File: config.mk
export PLATFORM = sky130hd
export DESIGN_NAME = acc_top
export DESIGN_NICKNAME = d
export VERILOG_FILES = /design/src/hdl/acc_pkg.sv /design/src/hdl/acc_top.sv
export SDC_FILE = /design/constraint.sdc
export NUM_CORES = 1
export LEC_CHECK = 0
export BUFFER_PORTS_ARGS = -buffer_cell sky130_fd_sc_hd__buf_2
export CELL_PAD_IN_SITES_DETAIL_PLACEMENT = 0
export CELL_PAD_IN_SITES_GLOBAL_PLACEMENT = 1
export CORE_ASPECT_RATIO = 0.75
export CORE_MARGIN = 5
export CORE_UTILIZATION = 28
export DETAILED_ROUTE_END_ITERATION = 12
export PLACE_DENSITY = 0.87
export SETUP_SLACK_MARGIN = 0.1
export SYNTH_ARGS = -nofsm -noshare
export SYNTH_HDL_FRONTEND = slang
export SYNTH_SLANG_ARGS = --single-unit
File: constraint.sdc
create_clock -name aclk -period 2.3 [get_ports aclk]
set_input_delay 0.115 -clock aclk [delete_from_list [all_inputs] [get_ports aclk]]
set_output_delay 0.115 -clock aclk [all_outputs]
set_load 0.05 [all_outputs]
File: src/hdl/acc_pkg.sv
/*
 * Package for the analog comparator control block: register map, field
 * positions, reset values and the packed state record of the block.
 * Assumes a 32-bit AXI4-Lite register bus with byte addresses.
 */
package acc_pkg;
    // Register byte offsets
    localparam int ACC_ADDR_W = 8;
    localparam logic [7:0] ACC_OFS_CTRL_STATUS = 8'h30;
    localparam logic [7:0] ACC_OFS_CONV_B = 8'h34;
    localparam logic [7:0] ACC_OFS_DIGIN_DIS = 8'h38;
    localparam logic [7:0] ACC_OFS_MISC = 8'h3C;
    localparam logic [7:0] ACC_OFS_IRQ_STATUS = 8'h40;
    localparam logic [7:0] ACC_OFS_IRQ_MASK = 8'h44;
    // Comparator control and status fields
    localparam int ACC_B_DISABLE = 7;
    localparam int ACC_B_BANDGAP = 6;
    localparam int ACC_B_OUT = 5;
    localparam int ACC_B_FLAG = 4;
    localparam int ACC_B_IRQ_EN = 3;
    localparam int ACC_B_CAPTURE = 2;
    localparam int ACC_B_MODE = 0;
    // Other fields
    localparam int ACC_B_NEG_MUX = 6;
    localparam int ACC_B_NEG_DIGIN = 1;
    localparam int ACC_B_POS_DIGIN = 0;
    localparam int ACC_B_CONV_EN = 0;
    localparam int ACC_B_CHAN = 1;
    localparam int ACC_B_GIE = 4;
    localparam int ACC_B_EVT = 0;
    // Interrupt modes
    localparam logic [1:0] ACC_MODE_TOGGLE = 2'h0;
    localparam logic [1:0] ACC_MODE_RSVD = 2'h1;
    localparam logic [1:0] ACC_MODE_FALL = 2'h2;
    localparam logic [1:0] ACC_MODE_RISE = 2'h3;
    // Bus responses
    localparam logic [1:0] ACC_RESP_OKAY = 2'h0;
    localparam logic [1:0] ACC_RESP_SLVERR = 2'h2;

    typedef struct packed {
        logic awready;
        logic wready;
        logic aw_have;
        logic w_have;
        logic [7:0] awaddr;
        logic [7:0] wdata;
        logic wstb;
        logic bvalid;
        logic [1:0] bresp;
        logic arready;
        logic rvalid;
        logic [31:0] rdata;
        logic [1:0] rresp;
        logic cmp_disable;
        logic bandgap_select;
        logic cmp_irq_flag;
        logic cmp_irq_enable;
        logic capture_route_enable;
        logic [1:0] irq_mode;
        logic neg_mux_enable;
        logic neg_pin_digin_disable;
        logic pos_pin_digin_disable;
        logic converter_enable;
        logic [2:0] channel_select;
        logic global_irq_enable;
        logic irq_mask;
        logic cmp_raw;
        logic sync1;
        logic cmp_output_status;
        logic out_prev;
        logic irq;
        logic capture_trigger;
        logic pos_port_bit;
        logic neg_port_bit;
    } acc_state_t;

    localparam acc_state_t ACC_RESET_STATE = '0;
endpackage

File: src/hdl/acc_top.sv
/*
 * Analog comparator control: input selection, result synchronisation,
 * edge events, interrupt flag and capture routing, AXI4-Lite registers.
 * Assumes analog voltages arrive as unsigned codes synchronous to aclk.
 */
`timescale 1ns/1ps
`default_nettype none

// Summary of operation
// - The raw result is high while the positive input exceeds the negative.
// - Mux enable with converter off picks channel 0-7 as negative, else pin.
// - Bandgap select feeds the reference to the positive input, else the pin.
// - The disable bit powers the comparator off and may be written any time.
// - The result is synchronised to the clock before it shows as status.
// - An output event matching the interrupt mode sets the interrupt flag.
// - The flag clears when its vector runs or software writes a one to it.
// - Interrupt is requested only with flag, enable, global enable and mask set.
// - Mode 00 is toggle, 01 reserved, 10 falling and 11 rising edge.
// - Capture routing feeds the output to the timer capture logic.
// - Digital input disable turns a pin buffer off and reads its port bit 0.
module acc_top
    import acc_pkg::*;
#(
    parameter int LEVEL_W = 10
) (
    input wire logic aclk,
    input wire logic aresetn,
    input wire logic [ACC_ADDR_W-1:0] s_axi_awaddr,
    input wire logic s_axi_awvalid,
    output logic s_axi_awready,
    input wire logic [31:0] s_axi_wdata,
    input wire logic [3:0] s_axi_wstrb,
    input wire logic s_axi_wvalid,
    output logic s_axi_wready,
    output logic [1:0] s_axi_bresp,
    output logic s_axi_bvalid,
    input wire logic s_axi_bready,
    input wire logic [ACC_ADDR_W-1:0] s_axi_araddr,
    input wire logic s_axi_arvalid,
    output logic s_axi_arready,
    output logic [31:0] s_axi_rdata,
    output logic [1:0] s_axi_rresp,
    output logic s_axi_rvalid,
    input wire logic s_axi_rready,
    input wire logic [LEVEL_W-1:0] cmp_pos_pin,
    input wire logic [LEVEL_W-1:0] cmp_neg_pin,
    input wire logic [LEVEL_W-1:0] bandgap_level,
    input wire logic [8*LEVEL_W-1:0] converter_channel_pins,
    input wire logic pos_pin_digital,
    input wire logic neg_pin_digital,
    input wire logic irq_vector_ack,
    output logic cmp_raw,
    output logic cmp_power_off,
    output logic capture_trigger,
    output logic pos_port_bit,
    output logic neg_port_bit,
    output logic pos_digin_buf_off,
    output logic neg_digin_buf_off,
    output logic irq
);
    acc_state_t s_q;
    acc_state_t s_d;
    logic [LEVEL_W-1:0] pos_level;
    logic [LEVEL_W-1:0] neg_level;
    logic evt;
    logic wr_en;
    logic flag_clr;
    logic [LEVEL_W-1:0] chan_sel_level;

    // Picks one channel level from the flat bus
    function automatic logic [LEVEL_W-1:0] chan_level(
        input logic [8*LEVEL_W-1:0] levels, input logic [2:0] ch);
        chan_level = levels[32'(ch)*LEVEL_W +: LEVEL_W];
    endfunction

    // Word match on a byte address
    function automatic logic addr_hit(input logic [7:0] a,
        input logic [7:0] ofs);
        addr_hit = (a[7:2] == ofs[7:2]);
    endfunction

    // Input selection for the comparator
    always_comb begin
        pos_level = s_q.bandgap_select ? bandgap_level :
            cmp_pos_pin;
        if (s_q.neg_mux_enable && !s_q.converter_enable) begin
            neg_level = chan_level(converter_channel_pins,
                s_q.channel_select);
        end else begin
            neg_level = cmp_neg_pin;
        end
    end

    // Edge event against the selected mode
    always_comb begin
        case (s_q.irq_mode)
            ACC_MODE_TOGGLE: evt = s_q.cmp_output_status != s_q.out_prev;
            ACC_MODE_FALL: evt = s_q.out_prev && !s_q.cmp_output_status;
            ACC_MODE_RISE: evt = !s_q.out_prev && s_q.cmp_output_status;
            default: evt = 1'b0;
        endcase
    end

    assign wr_en = s_q.aw_have && s_q.w_have && !s_q.bvalid && s_q.wstb;
    assign flag_clr = irq_vector_ack ||
        (wr_en && addr_hit(s_q.awaddr, ACC_OFS_CTRL_STATUS) &&
        s_q.wdata[ACC_B_FLAG]) ||
        (wr_en && addr_hit(s_q.awaddr, ACC_OFS_IRQ_STATUS) &&
        s_q.wdata[ACC_B_EVT]);

    // Next state: bus slave, registers and comparator pipeline
    always_comb begin
        s_d = s_q;
        // Write address and data, taken in either order
        if (s_axi_awvalid && s_q.awready) begin
            s_d.aw_have = 1'b1;
            s_d.awaddr = s_axi_awaddr;
        end
        if (s_axi_wvalid && s_q.wready) begin
            s_d.w_have = 1'b1;
            s_d.wdata = s_axi_wdata[7:0];
            s_d.wstb = s_axi_wstrb[0];
        end
        if (s_q.bvalid && s_axi_bready) begin
            s_d.bvalid = 1'b0;
        end
        // Register write once both halves are held
        if (s_q.aw_have && s_q.w_have && !s_q.bvalid) begin
            s_d.aw_have = 1'b0;
            s_d.w_have = 1'b0;
            s_d.bvalid = 1'b1;
            s_d.bresp = ACC_RESP_OKAY;
            if (addr_hit(s_q.awaddr, ACC_OFS_CTRL_STATUS)) begin
                if (s_q.wstb) begin
                    s_d.cmp_disable = s_q.wdata[ACC_B_DISABLE];
                    s_d.bandgap_select = s_q.wdata[ACC_B_BANDGAP];
                    s_d.cmp_irq_enable = s_q.wdata[ACC_B_IRQ_EN];
                    s_d.capture_route_enable = s_q.wdata[ACC_B_CAPTURE];
                    s_d.irq_mode = s_q.wdata[ACC_B_MODE +: 2];
                end
            end else if (addr_hit(s_q.awaddr, ACC_OFS_CONV_B)) begin
                if (s_q.wstb) begin
                    s_d.neg_mux_enable = s_q.wdata[ACC_B_NEG_MUX];
                end
            end else if (addr_hit(s_q.awaddr, ACC_OFS_DIGIN_DIS)) begin
                if (s_q.wstb) begin
                    s_d.neg_pin_digin_disable = s_q.wdata[ACC_B_NEG_DIGIN];
                    s_d.pos_pin_digin_disable = s_q.wdata[ACC_B_POS_DIGIN];
                end
            end else if (addr_hit(s_q.awaddr, ACC_OFS_MISC)) begin
                if (s_q.wstb) begin
                    s_d.converter_enable = s_q.wdata[ACC_B_CONV_EN];
                    s_d.channel_select = s_q.wdata[ACC_B_CHAN +: 3];
                    s_d.global_irq_enable = s_q.wdata[ACC_B_GIE];
                end
            end else if (addr_hit(s_q.awaddr, ACC_OFS_IRQ_MASK)) begin
                if (s_q.wstb) begin
                    s_d.irq_mask = s_q.wdata[ACC_B_EVT];
                end
            end else if (!addr_hit(s_q.awaddr, ACC_OFS_IRQ_STATUS)) begin
                s_d.bresp = ACC_RESP_SLVERR;
            end
        end
        s_d.awready = !s_d.aw_have && !s_d.bvalid;
        s_d.wready = !s_d.w_have && !s_d.bvalid;
        // Read channel, one word of data the cycle after the address
        if (s_q.rvalid && s_axi_rready) begin
            s_d.rvalid = 1'b0;
        end
        if (s_axi_arvalid && s_q.arready) begin
            s_d.rvalid = 1'b1;
            s_d.rdata = 32'h0000_0000;
            s_d.rresp = ACC_RESP_OKAY;
            if (addr_hit(s_axi_araddr, ACC_OFS_CTRL_STATUS)) begin
                s_d.rdata[7:0] = {s_q.cmp_disable, s_q.bandgap_select,
                    s_q.cmp_output_status, s_q.cmp_irq_flag,
                    s_q.cmp_irq_enable, s_q.capture_route_enable,
                    s_q.irq_mode};
            end else if (addr_hit(s_axi_araddr, ACC_OFS_CONV_B)) begin
                s_d.rdata[ACC_B_NEG_MUX] = s_q.neg_mux_enable;
            end else if (addr_hit(s_axi_araddr, ACC_OFS_DIGIN_DIS)) begin
                s_d.rdata[ACC_B_NEG_DIGIN] = s_q.neg_pin_digin_disable;
                s_d.rdata[ACC_B_POS_DIGIN] = s_q.pos_pin_digin_disable;
            end else if (addr_hit(s_axi_araddr, ACC_OFS_MISC)) begin
                s_d.rdata[ACC_B_CONV_EN] = s_q.converter_enable;
                s_d.rdata[ACC_B_CHAN +: 3] = s_q.channel_select;
                s_d.rdata[ACC_B_GIE] = s_q.global_irq_enable;
            end else if (addr_hit(s_axi_araddr, ACC_OFS_IRQ_STATUS)) begin
                s_d.rdata[ACC_B_EVT] = s_q.cmp_irq_flag;
            end else if (addr_hit(s_axi_araddr, ACC_OFS_IRQ_MASK)) begin
                s_d.rdata[ACC_B_EVT] = s_q.irq_mask;
            end else begin
                s_d.rresp = ACC_RESP_SLVERR;
            end
        end
        s_d.arready = !s_d.rvalid;
        // Comparator, powered off reads low
        s_d.cmp_raw = !s_q.cmp_disable && (pos_level > neg_level);
        s_d.sync1 = s_q.cmp_raw;
        s_d.cmp_output_status = s_q.sync1;
        s_d.out_prev = s_q.cmp_output_status;
        // Sticky flag, a new event beats a clear
        s_d.cmp_irq_flag = (s_q.cmp_irq_flag && !flag_clr) || evt;
        s_d.irq = s_d.cmp_irq_flag && s_d.cmp_irq_enable &&
            s_d.global_irq_enable && s_d.irq_mask;
        s_d.capture_trigger = s_q.capture_route_enable &&
            s_q.cmp_output_status;
        s_d.pos_port_bit = !s_q.pos_pin_digin_disable &&
            pos_pin_digital;
        s_d.neg_port_bit = !s_q.neg_pin_digin_disable && neg_pin_digital;
    end

    // State register
    always_ff @(posedge aclk) begin
        if (!aresetn) begin
            s_q <= ACC_RESET_STATE;
        end else begin
            s_q <= s_d;
        end
    end

    // Outputs straight from the state register
    assign s_axi_awready = s_q.awready;
    assign s_axi_wready = s_q.wready;
    assign s_axi_bvalid = s_q.bvalid;
    assign s_axi_bresp = s_q.bresp;
    assign s_axi_arready = s_q.arready;
    assign s_axi_rvalid = s_q.rvalid;
    assign s_axi_rdata = s_q.rdata;
    assign s_axi_rresp = s_q.rresp;
    assign cmp_raw = s_q.cmp_raw;
    assign cmp_power_off = s_q.cmp_disable;
    assign capture_trigger = s_q.capture_trigger;
    assign pos_port_bit = s_q.pos_port_bit;
    assign neg_port_bit = s_q.neg_port_bit;
    assign pos_digin_buf_off = s_q.pos_pin_digin_disable;
    assign neg_digin_buf_off = s_q.neg_pin_digin_disable;
    assign irq = s_q.irq;

    // Channel level on the mux path, for the path check
    assign chan_sel_level = chan_level(converter_channel_pins,
        s_q.channel_select);
endmodule // acc_top

`default_nettype wire

==> results.tsv <==
stage	metric	value	unit
outcome	status	complete, but fails checks	
outcome	violations	setup timing	
yosys	synthFlopType	dfxtp_1	
timing	drv_slew	0	
layout	fillCellCount	1309	
hold_path	hp-class	input pin to register	
clocking	clkTransAtPathRegs	70	ps
place	globalplace.congestion	0.843	
route	ant_nets	0	
die	die_h	108	um
layout	finalNonFillerCells	696	
yosys	yosysUniqueCellTypes	45	
timing	layout_setup_ws	-62.1	ps
critical_path	slowest_delay	530	ps
layout	drive_gt1_frac	0.447	
timing	max_freq	0.423	GHz
clocking	cts_sinks	55	
clocking	hold_buffers	0	
route	dr_total_vias	3221	
timing	clock_skew	8.38	ps
power_and_ir_drop	power_density	500	nW/um^2
place	dpl_cell_area	4490	sq um
place	dp_hpwl	10100	um
layout	final_common_cell	buf_2	
layout	antenna_cells	0	
job	max_cap_violations	0	
route	wire_per_inst	17.3	um
layout	stdcell_area	4740	sq um
timing	rsz0062_at_grt	true	
power_and_ir_drop	peakVddDrop	0.000304	V
route	dr.pass1.iters	4	
die	die_area	15300	sq um
clocking	cts-htree-levels	2	
yosys	syn_inst	373	
route	viasPerCell	4.63	
yosys	ys_async_sr_fraction	0	
yosys	synth.avg_cell_area	9.66	sq um
clocking	clock_path_buffers	2	
layout	final_util	0.381	
global_route	grt_overflow_total	0	
timing	relSlewSlack	0.539	
clocking	cts-root-buf	clkbuf_16	
yosys	ys_seq_area_frac	0.306	
yosys	synth_top_area_frac	0.306	
timing	finalHoldViolations	0	
global_route	antenna_found_initial	0	
yosys	yosys_warnings	0	
die	rows	35	
die	start_util	0.290	
clocking	cts_buffers	5	
critical_path	worst_setup_path_end_kind	register	
global_route	grt_use_total	0.151	
die	die_w	141	um
yosys	synthesis.area	3600	sq um
die	coreArea	12400	sq um
power_and_ir_drop	leakagePower	2.10	nW
yosys	ys_ff_latch	55	
place	dp_slack	-148	ps
place	dp.cells	684	
critical_path	required	2540	ps
layout	syn2layout_area_growth	31.5	%
critical_path	cp_slowest_cell	mux4_2	
critical_path	path_class	register to register	
timing	layout_min_cycle_time	2360	ps
yosys	synth_area_leaders	dfxtp_1, mux4_2, buf_4	
layout	nets	713	
clocking	worstSkewPairLatency	300	ps
route	wl	12100	um
critical_path	crit_arrival	2600	ps
global_route	grt_pass1_vias	3144	
critical_path	cp_cell_sequence	buf_4 > mux4_2 > mux2i_1 > nor2_1 > a21oi_2 > ha_1 > and3_1 > nand3_1 > o221ai_2 > a31oi_1	
timing	fin_crit_sh	1.03	
yosys	synth_edf_count	0	
critical_path	cp_max_fo	8	
timing	setup_violations	1	
yosys	yosysTopAreaCell	dfxtp_1	
power_and_ir_drop	power	0.00237	W
layout	final_cell_mix	buf_2, dfxtp_1, nand2_1	
critical_path	start_kind	register	
die	io_pins	221	
place	io_buffers	162	
global_route	grt_pass1_wl	17800	um
timing	worst_pin_slew	692	ps
route	drc	0	
route	drt_iter0_markers	141	
clocking	tritoncts	yes	
global_route	grt_max_degree	39	
[report_power, final]
| part | switching, W | leakage (nW) | internal [W] |
|---|---|---|---|
| clock | 0.000372 | 0.0804 | 0.000518 |
| combinational | 0.000277 | 1.57 | 0.000189 |
| sequential | 0.0000302 | 0.448 | 0.000981 |
| total | 0.000679 | 2.10 | 0.00169 |
[synth_stat cells (2+ instances only)]
| master | n |
|---|---|
| dfxtp_1 | 55 |
| nor4_1 | 3 |
| ha_1 | 12 |
| nor2_1 | 17 |
| nand3_1 | 12 |
| and3_1 | 6 |
| a31oi_1 | 3 |
| nand3b_4 | 2 |
| a211oi_1 | 2 |
| mux2_2 | 11 |
| buf_4 | 39 |
| nand2b_1 | 6 |
| nand2_1 | 37 |
| clkbuf_2 | 2 |
| a21o_1 | 2 |
| mux4_2 | 20 |
| a21oi_1 | 17 |
| o21ai_0 | 5 |
| nor2b_1 | 22 |
| nor3_1 | 2 |
| a22o_1 | 4 |
| a21boi_0 | 18 |
| inv_1 | 5 |
| buf_1 | 3 |
| nand4_1 | 2 |
| and2_1 | 6 |
| a22oi_1 | 4 |
| mux2i_1 | 28 |
| clkbuf_1 | 12 |
[metrics by stage]
step           hold WS (ps)  setup TNS (ps)
2_1_floorplan           229               0
3_3_place_gp            325            -101
3_5_place_dp            337            -148
4_1_cts                12.6           -77.4
5_1_grt                23.9            -196
6_report               25.4           -62.1
[flip-flops by register name (all words and copies together), names as in the netlist]
name,cells
pos_port_bit,1
s_axi_rdata,8
s_axi_bresp,1
neg_port_bit,1
s_axi_bvalid,1
s_axi_awready,1
cmp_raw,1
s_d,2
s_axi_wready,1
capture_trigger,1
s_axi_rvalid,1
pos_digin_buf_off,1
irq,1
cmp_power_off,1
s_q,30
s_axi_rresp,1
s_axi_arready,1
neg_digin_buf_off,1
[area by class of cell]
cell class / instances / area [sq um] / share of cell area
repair buffers: 180 / 978 / 0.206
clock buffers: 5 / 125 / 0.0264
clock inverters: 3 / 46.3 / 0.00977
inverters: 5 / 18.8 / 0.00396
multi-input cells: 282 / 2260 / 0.476
flip-flops and latches: 55 / 1100 / 0.233
well taps: 166 / 208 / 0.0438
[per-layer routing]
layer | GRT usage | wire [um] | up-vias
met2 | 0.223 | 5620 | 75
li1 | - | - | 1597
met1 | 0.224 | 5660 | 1537
met4 | 0.0394 | 158 | 0
met3 | 0.0318 | 632 | 12
met5 | 0 | 0 | -
[final timing paths]
check / from / endpoint / slack [ps] / cells past startpoint
hold reg to reg: s_d[5]$_SDFF_PN0_ / s_d[4]$_SDFF_PN0_ / 450 / 1
hold / removal: pos_pin_digital / pos_port_bit$_SDFF_PN0_ / 30 / 3
setup reg to reg: s_q[10]$_SDFFE_PN0P_ / cmp_raw$_SDFF_PN0_ / -60 / 10
setup / recovery: s_q[10]$_SDFFE_PN0P_ / cmp_raw$_SDFF_PN0_ / -60 / 10
[kinds of logic after synthesis]
family / after synthesis / synth area share
other: 1 / 0.00104
buffers and inverters: 61 / 0.105
AND/OR/NAND/NOR: 126 / 0.200
multiplexers: 59 / 0.237
AO/OA/AOI/OAI: 59 / 0.109
flip-flops: 55 / 0.306
adder cells (fa/ha/maj): 12 / 0.0417
[what timing repair did]
action | in CTS | in global routing
buffers inserted | 4 | 0
pin swaps | 8 | 2
setup endpoints to repair | 1 | 1
resized for setup | 12 | 2
[critical path, delay by kind of cell (launching register included)]
family	cells	cell delay, ps
compound gates	3	400
buf+inv	1	200
mux	2	680
flops	1	380
simple gates	3	350
fa+ha+maj	1	280
(Power assumes the default switching activity.)
